[config.mk]
export PLATFORM = sky130hd
export DESIGN_NAME = ssd_status_display
export DESIGN_NICKNAME = d
export VERILOG_FILES = /design/src/ssd_pkg.sv /design/src/ssd_status_display.sv
export VERILOG_INCLUDE_DIRS = /design/src
export SDC_FILE = /design/constraint.sdc
export NUM_CORES = 1
export LEC_CHECK = 0
export BUFFER_PORTS_ARGS = -buffer_cell sky130_fd_sc_hd__buf_2
export CAP_MARGIN = 25
export CORE_ASPECT_RATIO = 2
export CORE_MARGIN = 1
export CORE_UTILIZATION = 46
export DETAILED_ROUTE_END_ITERATION = 6
export HOLD_SLACK_MARGIN = 0.08
export PLACE_DENSITY = 0.74
export RECOVER_POWER = 50
export SYNTH_ARGS = -nofsm -noshare
export SYNTH_HDL_FRONTEND = slang
export SYNTH_SLANG_ARGS = --single-unit
[constraint.sdc]
create_clock -name aclk -period 1.9 [get_ports aclk]
set_input_delay 0.19 -clock aclk [delete_from_list [all_inputs] [get_ports aclk]]
set_output_delay 0.19 -clock aclk [all_outputs]
set_load 0.1 [all_outputs]
[src/ssd_regs.svh]
// Register offsets, field positions and reset values of the status display block.
// Assumes inclusion by bare name from the package and the design module.
`ifndef SSD_REGS_SVH
`define SSD_REGS_SVH

// ----------------------------------------
// Register byte offsets
// ----------------------------------------
`define SSD_OFF_IMAGE      12'h000
`define SSD_OFF_MOD_STAT   12'h004
`define SSD_OFF_CHAN_STAT  12'h008
`define SSD_OFF_CTRL       12'h00C
`define SSD_OFF_LAMPS      12'h010
`define SSD_OFF_IRQ_STAT   12'h014
`define SSD_OFF_IRQ_MASK   12'h018

// ----------------------------------------
// Input image fields
// ----------------------------------------
`define SSD_NUM_CONTACTS   24
`define SSD_NUM_HALF       12
`define SSD_BIT_RESET_IN   24
`define SSD_BIT_LOOP       25
`define SSD_BIT_RELAY      26
`define SSD_BIT_SUPPLY     27
`define SSD_BIT_SHORT      28
`define SSD_BIT_EXT        29
`define SSD_BIT_INT        30
`define SSD_BIT_RUN        31
`define SSD_IMG_USED_MASK  32'h0FFF_FFFF

// ----------------------------------------
// Status word fields and module lamp positions
// ----------------------------------------
`define SSD_MOD_INT_BIT    0
`define SSD_MOD_EXT_BIT    1
`define SSD_CHAN_EXT_BIT   3
`define SSD_CHAN_INT_BIT   4
`define SSD_LAMP_RUN       0
`define SSD_LAMP_ERR       1
`define SSD_LAMP_IO        2

// ----------------------------------------
// Control, interrupt fields, reset values and response codes
// ----------------------------------------
`define SSD_CTRL_MON_BIT   0
`define SSD_CTRL_RST       32'h0000_0001
`define SSD_IRQ_EXT_BIT    0
`define SSD_IRQ_INT_BIT    1
`define SSD_IRQ_RELAY_BIT  2
`define SSD_IRQ_W          3
`define SSD_MASK_RST       32'h0000_0000
`define SSD_RESP_OKAY      2'h0
`define SSD_RESP_SLVERR    2'h2

`endif

[src/ssd_pkg.sv]
// Types of the status display block.
// Assumes ssd_regs.svh is on the include path.
`include "ssd_regs.svh"

package ssd_pkg;

    typedef enum logic [1:0] {
        SSD_RD_IDLE,
        SSD_RD_RESP
    } ssd_rd_e;

    typedef struct packed {
        logic [31:0]          in_sync1;
        logic [31:0]          in_sync2;
        logic [31:0]          image;
        logic [31:0]          lamps;
        logic [2:0]           mod_lamps;
        logic                 ext_fault;
        logic                 int_fault;
        logic                 relay_q;
        logic                 monitor_en;
        logic [`SSD_IRQ_W-1:0] irq_stat;
        logic [`SSD_IRQ_W-1:0] irq_mask;
        logic                 aw_got;
        logic                 w_got;
        logic [11:0]          aw_addr;
        logic [31:0]          w_data;
        logic [3:0]           w_strb;
        logic                 bvalid;
        logic [1:0]           bresp;
        ssd_rd_e              rd_state;
        logic [31:0]          rdata;
        logic [1:0]           rresp;
    } ssd_state_s;

endpackage

[src/ssd_status_display.sv]
// Status image, lamp display and diagnostic flags of the safety input module.
// Assumes field inputs are asynchronous pins; register access over AXI4-Lite on aclk.
`timescale 1ns/100ps
`default_nettype none
`include "ssd_regs.svh"

module ssd_status_display
    import ssd_pkg::*;
(
    // Clock, reset and enable
    input  wire logic        aclk,
    input  wire logic        aresetn,
    input  wire logic        clk_en,
    // Field inputs from the safety circuit
    input  wire logic [11:0] pos_contact_closed,
    input  wire logic [11:0] neg_contact_closed,
    input  wire logic        reset_input_closed,
    input  wire logic        feedback_loop_closed,
    input  wire logic        first_fault_relay_driven,
    input  wire logic        second_fault_relay_driven,
    input  wire logic        safety_supply_ok,
    input  wire logic        channel_short,
    input  wire logic        ext_supply_low,
    input  wire logic        terminal_block_missing,
    input  wire logic        internal_fault,
    input  wire logic        rack_run,
    // Lamps and flags
    output logic [31:0]      display_lamp,
    output logic             run_lamp,
    output logic             error_lamp,
    output logic             io_lamp,
    output logic             module_error_flag,
    output logic [31:0]      channel_error_flag,
    output logic             irq,
    // AXI4-Lite slave
    input  wire logic [11:0] s_axi_awaddr,
    input  wire logic        s_axi_awvalid,
    output logic             s_axi_awready,
    input  wire logic [31:0] s_axi_wdata,
    input  wire logic [3:0]  s_axi_wstrb,
    input  wire logic        s_axi_wvalid,
    output logic             s_axi_wready,
    output logic [1:0]       s_axi_bresp,
    output logic             s_axi_bvalid,
    input  wire logic        s_axi_bready,
    input  wire logic [11:0] s_axi_araddr,
    input  wire logic        s_axi_arvalid,
    output logic             s_axi_arready,
    output logic [31:0]      s_axi_rdata,
    output logic [1:0]       s_axi_rresp,
    output logic             s_axi_rvalid,
    input  wire logic        s_axi_rready
);

    // ----------------------------------------
    // State
    // ----------------------------------------
    ssd_state_s st_r;
    ssd_state_s st_nxt;

    logic [31:0] raw_pins;
    logic [31:0] mod_stat;
    logic [31:0] chan_stat;
    logic        ext_now;
    logic        int_now;
    logic        relay_now;
    logic        wr_fire;
    logic        rd_fire;
    logic [31:0] wr_merged;

    function automatic logic [31:0] strb_merge(input logic [31:0] old_v,
                                               input logic [31:0] new_v,
                                               input logic [3:0]  strb);
        logic [31:0] res;
        res = old_v;
        for (int i = 0; i < 4; i++) begin
            if (strb[i]) begin
                res[i*8 +: 8] = new_v[i*8 +: 8];
            end
        end
        return res;
    endfunction

    function automatic logic addr_hit(input logic [11:0] a, input logic [11:0] off);
        return a[11:2] == off[11:2];
    endfunction

    // ----------------------------------------
    // Raw pin word (unregistered, input of the first synchroniser stage)
    // ----------------------------------------
    always_comb begin
        raw_pins = 32'h0000_0000;
        raw_pins[`SSD_NUM_HALF-1:0] = pos_contact_closed;
        raw_pins[`SSD_NUM_CONTACTS-1:`SSD_NUM_HALF] = neg_contact_closed;
        raw_pins[`SSD_BIT_RESET_IN] = reset_input_closed;
        raw_pins[`SSD_BIT_LOOP] = feedback_loop_closed;
        raw_pins[`SSD_BIT_RELAY] = first_fault_relay_driven & second_fault_relay_driven;
        raw_pins[`SSD_BIT_SUPPLY] = safety_supply_ok;
        raw_pins[`SSD_BIT_SHORT] = channel_short;
        raw_pins[`SSD_BIT_EXT]   = ext_supply_low | terminal_block_missing;
        raw_pins[`SSD_BIT_INT]   = internal_fault;
        raw_pins[`SSD_BIT_RUN]   = rack_run;
    end

    // Synchronised fault levels
    assign ext_now   = st_r.in_sync2[`SSD_BIT_EXT];
    assign int_now   = st_r.in_sync2[`SSD_BIT_INT];
    assign relay_now = st_r.in_sync2[`SSD_BIT_RELAY];

    // ----------------------------------------
    // Status words
    // ----------------------------------------
    always_comb begin
        mod_stat = 32'h0000_0000;
        chan_stat = 32'h0000_0000;
        mod_stat[`SSD_MOD_EXT_BIT]   = st_r.ext_fault;
        mod_stat[`SSD_MOD_INT_BIT]   = st_r.int_fault;
        chan_stat[`SSD_CHAN_EXT_BIT] = st_r.ext_fault;
        chan_stat[`SSD_CHAN_INT_BIT] = st_r.int_fault;
    end

    assign wr_fire = st_r.aw_got & st_r.w_got & ~st_r.bvalid;
    assign rd_fire = s_axi_arvalid & (st_r.rd_state == SSD_RD_IDLE);
    assign wr_merged = strb_merge(32'h0000_0000, st_r.w_data, st_r.w_strb);

    // ----------------------------------------
    // Next state
    // ----------------------------------------
    always_comb begin
        logic [31:0] img;
        logic [31:0] lmp;
        logic [31:0] s;
        logic [`SSD_IRQ_W-1:0] ev;
        img = 32'h0000_0000;
        lmp = 32'h0000_0000;
        s   = st_r.in_sync2;
        ev  = '0;
        st_nxt = st_r;

        st_nxt.in_sync1 = raw_pins;
        st_nxt.in_sync2 = st_r.in_sync1;

        // External flag gated by supply monitoring; internal and relay flags ungated
        st_nxt.ext_fault = ext_now & st_r.monitor_en;
        st_nxt.int_fault = int_now;
        st_nxt.relay_q   = relay_now;

        // Input image, registered once per cycle
        img[`SSD_NUM_CONTACTS-1:0] = s[`SSD_NUM_CONTACTS-1:0];
        img[`SSD_BIT_RESET_IN] = s[`SSD_BIT_RESET_IN] & s[`SSD_BIT_LOOP];
        img[`SSD_BIT_LOOP]     = s[`SSD_BIT_LOOP];
        img[`SSD_BIT_RELAY]    = s[`SSD_BIT_RELAY];
        img[`SSD_BIT_SUPPLY]   = s[`SSD_BIT_SUPPLY];
        img = img & `SSD_IMG_USED_MASK;
        if (ext_now & st_r.monitor_en) begin
            img = 32'h0000_0000;
        end
        st_nxt.image = img;

        // Lamps always show real states
        lmp[`SSD_NUM_CONTACTS-1:0] = s[`SSD_NUM_CONTACTS-1:0];
        lmp[`SSD_BIT_RESET_IN] = s[`SSD_BIT_RESET_IN] & s[`SSD_BIT_LOOP];
        lmp[`SSD_BIT_LOOP]     = s[`SSD_BIT_LOOP];
        lmp[`SSD_BIT_RELAY]    = s[`SSD_BIT_RELAY];
        lmp[`SSD_BIT_SUPPLY]   = s[`SSD_BIT_SUPPLY] & ~s[`SSD_BIT_SHORT];
        st_nxt.lamps = lmp & `SSD_IMG_USED_MASK;

        // Module lamps: run, error, I/O
        st_nxt.mod_lamps[`SSD_LAMP_RUN] = s[`SSD_BIT_RUN];
        st_nxt.mod_lamps[`SSD_LAMP_ERR] = int_now |
                                          (s[`SSD_BIT_RUN] & ext_now & s[`SSD_BIT_SHORT]);
        st_nxt.mod_lamps[`SSD_LAMP_IO]  = ext_now;

        // Sticky events
        ev[`SSD_IRQ_EXT_BIT]   = st_nxt.ext_fault & ~st_r.ext_fault;
        ev[`SSD_IRQ_INT_BIT]   = int_now & ~st_r.int_fault;
        ev[`SSD_IRQ_RELAY_BIT] = relay_now ^ st_r.relay_q;

        // Write channel
        if (s_axi_awvalid & ~st_r.aw_got) begin
            st_nxt.aw_got  = 1'b1;
            st_nxt.aw_addr = s_axi_awaddr;
        end
        if (s_axi_wvalid & ~st_r.w_got) begin
            st_nxt.w_got  = 1'b1;
            st_nxt.w_data = s_axi_wdata;
            st_nxt.w_strb = s_axi_wstrb;
        end
        if (wr_fire) begin
            st_nxt.aw_got = 1'b0;
            st_nxt.w_got  = 1'b0;
            st_nxt.bvalid = 1'b1;
            st_nxt.bresp  = `SSD_RESP_OKAY;
            if (addr_hit(st_r.aw_addr, `SSD_OFF_CTRL)) begin
                if (st_r.w_strb[0]) begin
                    st_nxt.monitor_en = wr_merged[`SSD_CTRL_MON_BIT];
                end
            end else if (addr_hit(st_r.aw_addr, `SSD_OFF_IRQ_MASK)) begin
                if (st_r.w_strb[0]) begin
                    st_nxt.irq_mask = wr_merged[`SSD_IRQ_W-1:0];
                end
            end else if (!(addr_hit(st_r.aw_addr, `SSD_OFF_IMAGE) |
                           addr_hit(st_r.aw_addr, `SSD_OFF_MOD_STAT) |
                           addr_hit(st_r.aw_addr, `SSD_OFF_CHAN_STAT) |
                           addr_hit(st_r.aw_addr, `SSD_OFF_LAMPS) |
                           addr_hit(st_r.aw_addr, `SSD_OFF_IRQ_STAT))) begin
                st_nxt.bresp = `SSD_RESP_SLVERR;
            end
        end
        if (st_r.bvalid & s_axi_bready) begin
            st_nxt.bvalid = 1'b0;
        end

        // Read channel
        case (st_r.rd_state)
            SSD_RD_IDLE: begin
                if (rd_fire) begin
                    st_nxt.rd_state = SSD_RD_RESP;
                    st_nxt.rresp = `SSD_RESP_OKAY;
                    if (addr_hit(s_axi_araddr, `SSD_OFF_IMAGE)) begin
                        st_nxt.rdata = st_r.image;
                    end else if (addr_hit(s_axi_araddr, `SSD_OFF_MOD_STAT)) begin
                        st_nxt.rdata = mod_stat;
                    end else if (addr_hit(s_axi_araddr, `SSD_OFF_CHAN_STAT)) begin
                        st_nxt.rdata = chan_stat;
                    end else if (addr_hit(s_axi_araddr, `SSD_OFF_CTRL)) begin
                        st_nxt.rdata = {31'h0000_0000, st_r.monitor_en};
                    end else if (addr_hit(s_axi_araddr, `SSD_OFF_LAMPS)) begin
                        st_nxt.rdata = st_r.lamps;
                    end else if (addr_hit(s_axi_araddr, `SSD_OFF_IRQ_STAT)) begin
                        st_nxt.rdata = {29'h0000_0000, st_r.irq_stat};
                        st_nxt.irq_stat = '0;
                    end else if (addr_hit(s_axi_araddr, `SSD_OFF_IRQ_MASK)) begin
                        st_nxt.rdata = {29'h0000_0000, st_r.irq_mask};
                    end else begin
                        st_nxt.rdata = 32'h0000_0000;
                        st_nxt.rresp = `SSD_RESP_SLVERR;
                    end
                end
            end
            SSD_RD_RESP: begin
                if (s_axi_rready) begin
                    st_nxt.rd_state = SSD_RD_IDLE;
                end
            end
            default: begin
                st_nxt.rd_state = SSD_RD_IDLE;
            end
        endcase

        // Set wins over read-clear
        st_nxt.irq_stat = st_nxt.irq_stat | ev;
    end

    // ----------------------------------------
    // Registers
    // ----------------------------------------
    always_ff @(posedge aclk) begin
        if (!aresetn) begin
            st_r            <= '0;
            st_r.monitor_en <= 1'(`SSD_CTRL_RST);
            st_r.irq_mask   <= `SSD_IRQ_W'(`SSD_MASK_RST);
            st_r.rd_state   <= SSD_RD_IDLE;
        end else if (clk_en) begin
            st_r <= st_nxt;
        end
    end

    // ----------------------------------------
    // Outputs
    // ----------------------------------------
    assign display_lamp       = st_r.lamps;
    assign run_lamp           = st_r.mod_lamps[`SSD_LAMP_RUN];
    assign error_lamp         = st_r.mod_lamps[`SSD_LAMP_ERR];
    assign io_lamp            = st_r.mod_lamps[`SSD_LAMP_IO];
    assign module_error_flag  = st_r.ext_fault | st_r.int_fault;
    assign channel_error_flag = {32{st_r.ext_fault | st_r.int_fault}};
    assign irq                = |(st_r.irq_stat & st_r.irq_mask);

    assign s_axi_awready = ~st_r.aw_got;
    assign s_axi_wready  = ~st_r.w_got;
    assign s_axi_bvalid  = st_r.bvalid;
    assign s_axi_bresp   = st_r.bresp;
    assign s_axi_arready = (st_r.rd_state == SSD_RD_IDLE);
    assign s_axi_rvalid  = (st_r.rd_state == SSD_RD_RESP);
    assign s_axi_rdata   = st_r.rdata;
    assign s_axi_rresp   = st_r.rresp;

endmodule
`default_nettype wire

# Word-level counts from Yosys, hierarchy flattened
# Cells that the tools add are included.
# W data, S select, Z words.
# totals
ff_bits	194
latch_bits	0
mem_bits_rw	0
rom_bits	0
inputBits	102
mem_count	0
# classes
n_addsub	0
n_mul	0
n_div	0
magnitude_cmp	0
eq_ne	15
shift	0
n_mux	34
bitwise_logic	31
reduce_logical	17
# op_table
cell	count
$mux W28	5
$eq A10 B3 Y1 const B	6
$eq A10 B2 Y1 const B	4
$mux W36	1
$mux W3	11
$mux W32	1
$mux W2	12
$eq A10 B1 Y1 const B	2
$logic_not A10 Y1	2
$and A1 B1 Y1	14
$reduce_and A2 Y1	6
$not A1 Y1	7
$or A1 B1 Y1	7
$reduce_and A3 Y1	2
$reduce_bool A2 Y1	3
$reduce_and A5 Y1	1
$ne A2 B1 Y1 const B	2
$pmux W2 S2	1
$reduce_and A4 Y1	1
$and A3 B3 Y3	1
$mux W1	3
$or A3 B3 Y3	1
$reduce_or A3 Y1	1
$eq A2 B1 Y1 const B	1
other kinds (2)	2

# Longest topological paths before layout
# Gate-level depths: netlist of the first run.
# depth
word_depth	10
mapped_depth	6

# Worst setup path after synthesis of the first run
# OpenSTA, ideal clock, no wires.
# synth_timing
kind	register to register
start	register st_r (netlist bit s_axi_bvalid)
end	register st_r[95] (netlist name)
setup_time_ps	142
arrival_time_ps	1818
t_required_ps	1758
setup_slack_ps	-60
path_stages_with_launch	5
path_buffers	0
synth_period_minus_slack_ps	1960
cell_sequence	dfxtp_1 -> nand4b_1 -> or4_4 -> o21ai_0 -> o311ai_1
# synth_via
elab_chain_cells	3
# synth_rtl
element	line	source
from (decl)	ssd_status_display.sv:58	ssd_state_s st_r;
from (signal assigned)	ssd_status_display.sv:265	st_r <= st_nxt;
$not A1 Y1	ssd_status_display.sv:122	assign wr_fire = st_r.aw_got & st_r.w_got & ~st_r.bvalid;
$and A1 B1 Y1	ssd_status_display.sv:122	
$reduce_and A4 Y1 (no source line)	--	
# No other way between the ends.
# A chain may end at the register's enable or synchronous reset.

# Final worst setup path of the first run
# layout_timing
start	register st_r[83] (netlist name)
end	register st_r[89] (netlist name)
# layout_via
elab_chain_cells	3
word_cells_on_any_way	4
cone_classes	eq/ne: 2; bitwise: 1; reduce/logical: 1
# layout_rtl
element	line	source
$eq A10 B2 Y1	ssd_status_display.sv:85	return a[11:2] == off[11:2];
$not A1 Y1 (no source line)	--	
$reduce_and A5 Y1 (no source line) *	--	
# Every way passes the cells marked *; elsewhere a longest branch is shown, timed or not.

==> reports/results.tsv, run 1 <==
stage	metric	value	unit
status	status	finished clean	
placed_design	Placed Cells	1086	
routing	DR iter-0 viols	210	
die	I/O pin count	212	
global_routing	first-pass GRT wire length	25.9	mm
global_routing	vias in the first global route	5422	
die	Initial Util	0.471	
synthesis	Top FF cell, synth	dfxtp_1	
synthesis	synth warn	0	
clocking	clock sink count	180	
clocking	CTS buffer count	17	
setup_path	Worst Path Max Fanout	5	
flow_run	total of max-cap violations	0	
synthesis	Synth area leaders	dfxtp_1 47%, mux2i_1 14%, buf_4 9.8%	
routing	DR vias	5849	
synthesis	top-area cell type share of the netlist area	0.470	
clocking	clock-pin slew of the registers on the worst-case setup and hold paths	0.07	ns
synthesis	Adder-Cell Fraction of Synth Area	0	
cells_and_area	Antenna diodes	0	
synthesis	post-synthesis sequential area ratio	0.470	
sta	final cycle utilization of the critical path	0.980	
die	die width	93.3	um
routing	DR WL/cell	14.3	um
synthesis	cell taking the most area after synthesis	dfxtp_1	
sta	count of final setup violators	0	
placed_design	Area after DPL	7990	sq um
sta	Max Fclk	0.537	GHz
synthesis	number of flops mapped to enable cells by yosys	0	
clocking	CTS max path bufs	2	
pwr	switching pwr	2320	uW
synthesis	Synth Area in Simple Gates	0.165	
synthesis	Mean Syn Cell Area	9.09	sq um
placed_design	DPL Wire Length	11.0	mm
pwr	Comb pwr share	0.129	
clocking	worst-skew pair later-pin latency	0.43	ns
routing	Final ANT Viol Nets	0	
cells_and_area	Fill cells	1458	
sta	Fin Setup TNS	0	ns
global_routing	initial antenna violation count	0	
synthesis	most common cell in the netlist	dfxtp_1	
cells_and_area	final non-filler cell total	1171	
die	Die Span Y	185	um
sta	Slew HR	0.102	
placed_design	RD Place Congestion	0.775	
cells_and_area	Area growth syn-to-layout	20.0	%
clocking	postcts setup bufs	0	
synthesis	fraction of the mapped netlist area in compound gates	0.0886	
pwr	Reg power frac	0.455	
clocking	CTS tree	yes	
routing	Vias/cell	4.99	
pwr	total chip power	8680	uW
routing	Residual DRC	0	
clocking	root buf cell	clkbuf_16	
synthesis	#FFs+latches synth	180	
placed_design	port buffer count	165	
die	Std-Cell Rows	66	
sta	RSZ-0062 raised after global routing	yes	
cells_and_area	fin area	9200	sq um
pwr	Int Power	6360	uW
synthesis	Post-Synth XOR/XNOR Area	0.00114	
placed_design	Post-Place Worst Slack	0.0443	ns
cells_and_area	fraction of layout cells with a size suffix above 1	0.233	
pwr	Sw Ratio	0.268	
pwr	clock power share	0.415	
synthesis	largest family of logic cells by synthesized area	simple AND/OR/NAND/NOR gates	
synthesis	post-synthesis cell count	843	
synthesis	Synth async-reset ratio	0	
global_routing	gr usage total	0.194	
global_routing	grt ovf	0	
sta	Worst Max-Slew Pin Slew	1.35	ns
synthesis	Mapped Area	7670	sq um
sta	final setup margin	0.0381	ns
die	Die Footprint	17200	sq um
clocking	H-tree Lvls	4	
hold_path	hold crit path type	in2reg	
sta	Final min period	1.86	ns
pwr	VDD IR max	0.000529	V
sta	Slew Limit Fails	0	
sta	Final Hold Violating Endpoints	0	
global_routing	largest net degree at the start of global routing	98	
synthesis	multiplexer share of the synthesized area	0.146	
sta	skew final	0.00849	ns
synthesis	Post-synth top cells	180 x dfxtp_1, 106 x mux2i_1, 100 x buf_4	
routing	1st-pass router iterations	4	
setup_path	Arr. time, crit path	2.13	ns
setup_path	Critical Path RT	2.17	ns
setup_path	CP endpoint kind	flop	
pwr	leakage power	0.00406	uW
pwr	power per cell area	944	nW/um^2
synthesis	Yosys cell types	45	
routing	final wirelength	16.8	mm
die	Core Region	16300	sq um
setup_path	WS Path Type	reg2reg	
cells_and_area	final net count	1056	
setup_path	startpoint types	flop	
[layout by cell type, fill, tap and decap left out, types with 2 or more instances in the layout]
master         instances
dfxtp_1              180
buf_2                131
mux2i_1              106
nor2_1                88
nand2_1               68
a21oi_1               67
dlygate4sd3_1         52
nand2b_1              48
nand3_1               38
buf_4                 36
o21ai_0               28
clkbuf_16             17
clkbuf_4              11
conb_1                10
inv_1                  7
o21ai_1                5
nor2b_1                5
mux2_2                 5
a32o_1                 4
clkinv_4               4
or4_4                  3
a22oi_1                3
or3_1                  3
and3_1                 3
bufinv_16              3
or2_4                  2
nor4_1                 2
nor3_1                 2
nand4b_1               2
a31oi_1                2
clkinvlp_4             2
inv_6                  2
clkbuf_1               2
[sequential cells by signal, summed over array words and instances, names as in the netlist]
signal,count
ext_now,1
st_r,55
s_axi_rdata,28
s_axi_rresp,1
int_now,1
run_lamp,1
relay_now,1
st_nxt,58
s_axi_bresp,1
s_axi_bvalid,1
display_lamp,28
io_lamp,1
error_lamp,1
chan_stat,2
[power groups by stage]
stage               Sequential, uW  Clock (uW)  Combinational, uW
floorplan                     4030           0                868
global placement              4030           0               1010
detailed placement            4030           0               1020
CTS                           3950        3670               1100
global route                  3960        3830               1190
finish                        3950        3610               1120
[what timing repair did]
action,in CTS,in global routing
hold endpoints to repair,50,0
gates cloned,0,1
gates resized for setup,0,61
endpoints found under the setup margin,33,35
pin swaps,0,1
hold buffers,52,0
[metal layers]
| layer | global-route usage | share of wire | vias up |
|---|---|---|---|
| li1 | - | - | 2951 |
| met4 | 0.0960 | 0.028 | 0 |
| met2 | 0.356 | 0.53 | 165 |
| met3 | 0.0474 | 0.045 | 25 |
| met5 | 0 | 0 | - |
| met1 | 0.201 | 0.39 | 2708 |
[cells by family after synthesis]
| kind of cell | Yosys count |
|---|---|
| buffers and inverters | 160 |
| xor gates and xnor gates | 1 |
| DFF | 180 |
| other | 1 |
| muxes | 111 |
| AOI/OAI and AO/OA | 121 |
| and+or+nand+nor | 269 |
[path summary, 6_finish.rpt]
path / startpoint / endpoint / slack [ns] / cells past startpoint
setup / recovery: st_r[83]$_SDFFE_PN0P_ / st_r[89]$_SDFFE_PN0P_ / 0.04 / 4
hold / removal: aresetn / st_r[95]$_SDFFE_PN1P_ / 0.10 / 2
setup reg to reg: st_r[83]$_SDFFE_PN0P_ / st_r[89]$_SDFFE_PN0P_ / 0.04 / 4
hold reg to reg: s_axi_rdata[16]$_SDFFE_PN0P_ / s_axi_rdata[16]$_SDFFE_PN0P_ / 0.45 / 2
[worst max-delay path: stages (launching register included)]
cell	delay [ns]
dfxtp_1	0.32
or4_4	0.55
or4_4	0.59
o21ai_0	0.18
a21oi_1	0.08
[layout make-up]
cell class,count,area [sq um],share of cell area
sequential,180,3600,0.392
inverter,8,31.3,0.00340
clock inverter,13,174,0.0189
clock buffer,19,443,0.0482
timing repair buffer,234,1570,0.171
tap,204,255,0.0277
multi-input combinational,513,3120,0.340
[metrics by stage]
| stage | utilization | hold WS [ns] |
|---|---|---|
| floorplan | - | 0.326 |
| global placement | 0.491 | 0.418 |
| detailed placement | 0.491 | 0.430 |
| CTS | 0.561 | 0.0963 |
| global route | 0.565 | 0.105 |
| finish | 0.565 | 0.101 |
Note: power is estimated with default switching activity, not from simulation.
==> run 2: changes to the inputs <==
BUFFER_PORTS_ARGS = default   (was -buffer_cell sky130_fd_sc_hd__buf_2)
DONT_BUFFER_PORTS = 1   (was default)
PLACE_DENSITY = default   (was 0.74)
==> reports/results.tsv, run 2 (synthesis gave the netlist of run 1 again) <==
stage	metric	value	unit	change
sta	Slew HR	0.255		was 0.102
die	Die Footprint	17200	sq um	unchanged
die	die width	93.3	um	unchanged
placed_design	Post-Place Worst Slack	-0.106	ns	was 0.0443 ns
hold_path	hold path start	s_axi_araddr[4]		was aresetn
setup_path	Arr. time, crit path	2.12	ns	was 2.13 ns
setup_path	crit-path cells	or2_4 -> buf_16 -> buf_16 -> buf_16		was or4_4 -> or4_4 -> o21ai_0 -> a21oi_1
cells_and_area	Area growth syn-to-layout	31.5	%	was 20.0%
sta	Max Fclk	0.434	GHz	was 0.537 GHz
status	status	finished, violations left		was finished clean
clocking	root buf cell	clkbuf_16		unchanged
global_routing	gr usage total	0.222		was 0.194
sta	Worst Max-Slew Pin Slew	1.12	ns	was 1.35 ns
routing	DR WL/cell	15.8	um	was 14.3 um
die	Die Span Y	185	um	unchanged
setup_path	Reg2Reg Capture Point	st_r[95]$_SDFFE_PN1P_		was st_r[89]$_SDFFE_PN0P_
routing	Vias/cell	5.17		was 4.99
clocking	CTS tree	yes		unchanged
global_routing	largest net degree at the start of global routing	107		was 98
setup_path	Top cell by count, worst path	buf_16		was or4_4
cells_and_area	most frequent cells in the layout	177 x dfxtp_1, 149 x dlygate4sd3_1, 106 x mux2i_1		was 180 x dfxtp_1, 131 x buf_2, 106 x mux2i_1
sta	skew final	0.0118	ns	was 0.00849 ns
status	violated checks	negative setup slack		
setup_path	Crit-path slowest cell	buf_16		was or4_4
clocking	clock sink count	180		unchanged
sta	Final min period	2.31	ns	was 1.86 ns
placed_design	DPL Wire Length	11.0	mm	about the same
setup_path	Crit path largest cell delay	0.65	ns	was 0.59 ns
routing	Final ANT Viol Nets	0		unchanged
sta	count of final setup violators	107		was 0
sta	final setup margin	-0.407	ns	was 0.0381 ns
clocking	clock-pin slew of the registers on the worst-case setup and hold paths	0.06	ns	was 0.07 ns
setup_path	Worst Path Max Fanout	13		was 5
setup_path	WS Path Type	reg2out		was reg2reg
routing	DR iter-0 viols	216		was 210
pwr	power per cell area	879	nW/um^2	was 944 nW/um^2
routing	Residual DRC	0		unchanged
sta	Final Hold Violating Endpoints	0		unchanged
cells_and_area	most common cell after layout, fill and taps aside	dfxtp_1		unchanged
setup_path	register-to-register setup slack	0.14	ns	was 0.04 ns
clocking	H-tree Lvls	4		unchanged
die	Std-Cell Rows	66		unchanged
setup_path	startpoint types	flop		unchanged
setup_path	CP endpoint	channel_error_flag[13]		was st_r[89]$_SDFFE_PN0P_
setup_path	reg2reg path depth	4		unchanged
die	I/O pin count	212		unchanged
clocking	CTS buffer count	17		unchanged
routing	DR vias	6111		was 5849
sta	Slew Limit Fails	0		unchanged
global_routing	first-pass GRT wire length	29.8	mm	was 25.9 mm
clocking	worst-skew pair later-pin latency	0.43	ns	about the same
global_routing	grt ovf	0		unchanged
global_routing	vias in the first global route	6183		was 5422
routing	final wirelength	18.7	mm	was 16.8 mm
die	Core Region	16300	sq um	unchanged
cells_and_area	max FFs per register	58		unchanged
cells_and_area	final net count	1069		was 1056
setup_path	Critical Path RT	1.71	ns	was 2.17 ns
placed_design	RD Place Congestion	0.803		was 0.775
setup_path	Setup crit start	chan_stat[3]$_SDFFE_PN0P_		was st_r[83]$_SDFFE_PN0P_
setup_path	r2r startpoint	st_r[83]$_SDFFE_PN0P_		unchanged
sta	final cycle utilization of the critical path	1.21		was 0.980
cells_and_area	Antenna diodes	0		unchanged
hold_path	hold crit path type	in2reg		unchanged
global_routing	initial antenna violation count	0		unchanged
pwr	VDD IR max	0.000594	V	was 0.000529 V
die	Initial Util	0.471		unchanged
hold_path	worst hold stages	3		was 2
routing	1st-pass router iterations	7		was 4
cells_and_area	utilization after layout	0.620		was 0.565
sta	RSZ-0062 raised after global routing	yes		unchanged
pwr	leakage power	0.00398	uW	was 0.00406 uW
flow_run	total of max-cap violations	0		unchanged
setup_path	CP endpoint kind	output pin		was flop
cells_and_area	fraction of layout cells with a size suffix above 1	0.145		was 0.233
clocking	CTS max path bufs	2		unchanged
placed_design	port buffer count	0		was 165
run 2: cell types whose count changed in the layout (fill, tap and decap cells not counted), moves of 9 or more:
cell / previous run / this run
buf_12: 1 / 11
buf_16: 0 / 9
buf_2: 131 / 0
buf_4: 36 / 23
clkbuf_2: 1 / 53
clkbuf_4: 11 / 0
dlygate4sd3_1: 52 / 149
run 2: through the flow:
stage	instance area (sq um)	TNS, ns	power, uW	hold WS (ns)	cells
5_1_grt	10100	-37.18	9180	0.118	1183
3_3_place_gp	7950	-0.750	4920	0.273	999
6_report	10100	-22.03	8870	0.143	1183
4_1_cts	10200	-10.01	8950	0.104	1183
3_5_place_dp	7950	-0.976	4940	0.290	999
2_1_floorplan	7700	0	4900	0.326	852
run 2: critical path, delay by kind of cell (launching register included):
kind,cells,cell delay (ns)
flip-flops,1,0.33
AND/OR/NAND/NOR,1,0.13
buffers and inverters,3,1.23
run 2: final cells by class:
cell class              instances  area (sq um)
clock buffers                  20           447
well taps                     204           255
inverters                       8          30.0
fillers                      1339          6180
multi-input cells             512          3120
clock inverters                11           176
repair buffers                248          2450
flip-flops and latches        180          3610
run 2: worst min path at each step:
| stage | end | slack, ns |
|---|---|---|
| after floorplan | st_r[81]$_SDFFE_PN0P_ | 0.33 |
| after global placement | st_r[95]$_SDFFE_PN1P_ | 0.27 |
| after detailed placement | st_r[95]$_SDFFE_PN1P_ | 0.29 |
| after CTS | s_axi_rdata[2]$_SDFFE_PN0P_ | 0.10 |
| after global routing | s_axi_rdata[1]$_SDFFE_PN0P_ | 0.12 |
| final | s_axi_rdata[2]$_SDFFE_PN0P_ | 0.14 |
run 2: timing repair:
action                     CTS  global route
setup buffers                0             0
pin swaps                    0             1
cloned                       1             0
hold buffers               152             0
resized for setup           11             3
hold endpoints to repair   176             0
setup endpoints to repair   26            51
run 2: report_power, final:
part           total, uW  switching (uW)  internal [uW]
Clock               3700            1460           2240
Combinational       1220             748            468
Sequential          3950            70.7           3880
run 2: layer usage:
layer,share of wire,global-route usage
met2,0.55,0.409
met1,0.38,0.232
met5,0,0
met4,0.027,0.110
met3,0.047,0.0499
==> run 3: changes to the inputs <==
ABC_AREA = 1   (was default)
==> reports/results.tsv, run 3 <==
stage	metric	value	unit	change
status	status	finished, violations left		unchanged
status	violated checks	negative setup slack		unchanged
synthesis	Post-synth top cells	180 x dfxtp_1, 167 x nor2_1, 161 x nand2_1		was 180 x dfxtp_1, 106 x mux2i_1, 100 x buf_4
global_routing	grt ovf	0		unchanged
global_routing	first-pass GRT wire length	30.9	mm	was 29.8 mm
synthesis	Adder-Cell Fraction of Synth Area	0		unchanged
synthesis	post-synthesis sequential area ratio	0.455		was 0.470
setup_path	Arr. time, crit path	2.17	ns	was 2.12 ns
synthesis	top-area cell type share of the netlist area	0.455		was 0.470
synthesis	#FFs+latches synth	180		unchanged
cells_and_area	Area growth syn-to-layout	21.4	%	was 31.5%
synthesis	largest family of logic cells by synthesized area	simple AND/OR/NAND/NOR gates		unchanged
synthesis	Synth area leaders	dfxtp_1 45%, buf_4 9.8%, nor2_1 7.9%		was dfxtp_1 47%, mux2i_1 14%, buf_4 9.8%
die	Die Span Y	188	um	was 185 um
synthesis	Synth async-reset ratio	0		unchanged
synthesis	post-synthesis cell count	1035		was 843
synthesis	number of flops mapped to enable cells by yosys	0		unchanged
setup_path	worst path buffer plus inverter count	3		unchanged
clocking	CTS max path bufs	2		unchanged
pwr	leakage power	0.00406	uW	was 0.00398 uW
sta	final setup margin	-0.463	ns	was -0.407 ns
placed_design	DPL Wire Length	11.2	mm	was 11.0 mm
sta	skew final	0.00974	ns	was 0.0118 ns
global_routing	initial antenna violation count	0		unchanged
cells_and_area	most common cell after layout, fill and taps aside	dfxtp_1		unchanged
setup_path	WS Path Type	reg2out		unchanged
setup_path	Worst Path Max Fanout	11		was 13
setup_path	Crit-path slowest cell	buf_16		unchanged
global_routing	largest net degree at the start of global routing	111		was 107
synthesis	Post-Synth XOR/XNOR Area	0		was 0.00114
routing	DR vias	6491		was 6111
synthesis	Mean Syn Cell Area	7.66	sq um	was 9.09 sq um
cells_and_area	most frequent cells in the layout	177 x dfxtp_1, 168 x nor2_1, 160 x nand2_1		was 177 x dfxtp_1, 149 x dlygate4sd3_1, 106 x mux2i_1
clocking	CTS buffer count	17		unchanged
die	Die Footprint	17800	sq um	was 17200 sq um
setup_path	CP endpoint kind	output pin		unchanged
placed_design	RD Place Congestion	0.821		was 0.803
routing	final wirelength	18.8	mm	was 18.7 mm
synthesis	synth warn	0		unchanged
synthesis	Synth Area in Simple Gates	0.239		was 0.165
cells_and_area	Antenna diodes	0		unchanged
sta	Max Fclk	0.423	GHz	was 0.434 GHz
sta	Final Hold Violating Endpoints	0		unchanged
sta	Fin Setup TNS	-12.75	ns	was -22.03 ns
die	die width	94.8	um	was 93.3 um
sta	Slew Limit Fails	0		unchanged
clocking	root buf cell	clkbuf_16		unchanged
die	Std-Cell Rows	67		was 66
synthesis	most common cell in the netlist	dfxtp_1		unchanged
die	Core Region	16800	sq um	was 16300 sq um
setup_path	Critical Path RT	1.71	ns	about the same
sta	Slew HR	0.209		was 0.255
clocking	worst-skew pair later-pin latency	0.43	ns	about the same
sta	Hold Worst Slack	0.105	ns	was 0.143 ns
cells_and_area	utilization after layout	0.574		was 0.620
sta	count of final setup violators	51		was 107
cells_and_area	register area	3610	sq um	unchanged
setup_path	startpoint types	flop		unchanged
pwr	clock power share	0.378		was 0.417
routing	1st-pass router iterations	5		was 7
synthesis	Yosys cell types	36		was 45
placed_design	Post-Place Worst Slack	-0.189	ns	was -0.106 ns
cells_and_area	max FFs per register	58		unchanged
setup_path	Crit path largest cell delay	0.69	ns	was 0.65 ns
routing	Vias/cell	4.95		was 5.17
flow_run	total of max-cap violations	0		unchanged
sta	Worst Max-Slew Pin Slew	1.19	ns	was 1.12 ns
synthesis	Mapped Area	7930	sq um	was 7670 sq um
pwr	Int Power	6580	uW	was 6590 uW
clocking	CTS tree	yes		unchanged
sta	Final min period	2.36	ns	was 2.31 ns
global_routing	vias in the first global route	6417		was 6183
pwr	Comb pwr share	0.200		was 0.137
setup_path	crit-path cells	inv_4 -> nand2_8 -> buf_16 -> buf_16		was or2_4 -> buf_16 -> buf_16 -> buf_16
routing	Residual DRC	0		unchanged
clocking	clock-pin slew of the registers on the worst-case setup and hold paths	0.07	ns	was 0.06 ns
clocking	H-tree Lvls	4		unchanged
setup_path	Top cell by count, worst path	buf_16		unchanged
synthesis	multiplexer share of the synthesized area	0		was 0.146
die	I/O pin count	212		unchanged
setup_path	CP top delay family	buffers and inverters		unchanged
hold_path	hold crit path type	in2reg		unchanged
sta	RSZ-0062 raised after global routing	yes		unchanged
synthesis	Top FF cell, synth	dfxtp_1		unchanged
sta	final cycle utilization of the critical path	1.24		was 1.21
routing	Final ANT Viol Nets	0		unchanged
global_routing	gr usage total	0.222		about the same
synthesis	fraction of the mapped netlist area in compound gates	0.143		was 0.0886
pwr	total chip power	9730	uW	was 8870 uW
placed_design	port buffer count	0		unchanged
routing	DR WL/cell	14.3	um	was 15.8 um
pwr	VDD IR max	0.000951	V	was 0.000594 V
cells_and_area	fraction of layout cells with a size suffix above 1	0.167		was 0.145
clocking	clock sink count	180		unchanged
cells_and_area	Fill cells	1624		was 1339
pwr	power per cell area	1010	nW/um^2	was 879 nW/um^2
cells_and_area	footprint of the multi-input gates	3080	sq um	was 3120 sq um
pwr	switching pwr	3150	uW	was 2280 uW
die	Initial Util	0.473		was 0.471
pwr	Sw Ratio	0.324		was 0.257
synthesis	cell taking the most area after synthesis	dfxtp_1		unchanged
pwr	Reg power frac	0.422		was 0.446
routing	DR iter-0 viols	271		was 216
cells_and_area	final net count	1193		was 1069
[run 3: changes by cell type in the layout (fill, tap and decap cells not counted), moves of 14 or more]
cell	change
o21ai_0	+59
dlygate4sd3_1	-53
o211ai_1	+23
nand2b_1	-48
nand3_1	+14
buf_4	+52
inv_1	+39
mux2i_1	-106
clkbuf_2	-51
nor2_1	+80
nand2_2	+19
nand2_1	+92
[run 3: through the flow]
stage | cell area [sq um] | cells
floorplan | 7970 | 1044
global placement | 7990 | 1179
detailed placement | 7990 | 1179
CTS | 9660 | 1310
global route | 9620 | 1311
finish | 9620 | 1311
[run 3: cell families (layout without fill, tap and decap cells)]
logic type,Yosys count,in the layout
and+or+nand+nor,431,431
buffers and inverters,222,282
AOI/OAI and AO/OA,201,201
DFF,180,180
other,1,10
[run 3: final timing paths]
kind | from | endpoint | cells past startpoint | slack (ns)
worst min register to register | st_r[140]$_SDFFE_PN0P_ | st_r[140]$_SDFFE_PN0P_ | 2 | 0.46
worst max register to register | ext_now$_SDFFE_PN0P_ | chan_stat[3]$_SDFFE_PN0P_ | 4 | -0.02
worst min-delay path | s_axi_araddr[3] | s_axi_rresp[1]$_SDFFE_PN0P_ | 4 | 0.10
worst max-delay path | chan_stat[4]$_SDFFE_PN0P_ | channel_error_flag[0] | 4 | -0.46
[run 3: metal layers]
| metal | global-route usage | routed length (um) |
|---|---|---|
| met5 | 0 | 0 |
| met4 | 0.0950 | 554 |
| met3 | 0.0410 | 769 |
| met2 | 0.372 | 9250 |
| met1 | 0.273 | 8180 |
[run 3: final cells by class]
cell class / instances / share of cell area
clock inverters: 13 / 0.0179
multi-input cells: 642 / 0.320
flip-flops and latches: 180 / 0.375
repair buffers: 189 / 0.190
well taps: 207 / 0.0269
inverters: 61 / 0.0246
clock buffers: 19 / 0.0460
[run 3: power by group through the flow]
| stage | Combinational, uW | Sequential (uW) | Clock [uW] |
|---|---|---|---|
| floorplan | 1650 | 4170 | 0 |
| global placement | 1690 | 4190 | 0 |
| detailed placement | 1700 | 4190 | 0 |
| CTS | 1960 | 4110 | 3730 |
| global route | 2070 | 4130 | 3880 |
| finish | 1950 | 4110 | 3680 |
[run 3: timing repair]
action,CTS,global route
setup buffers,1,1
hold buffers,98,0
pin swaps,1,0
endpoints found under the setup margin,27,27
resized for setup,8,0
hold endpoints to repair,176,0
[run 3: tightest hold or removal path, delay by kind of cell]
kind / cells / cell delay [ns]
AND/OR/NAND/NOR: 2 / 0.11
AO/OA/AOI/OAI: 2 / 0.19
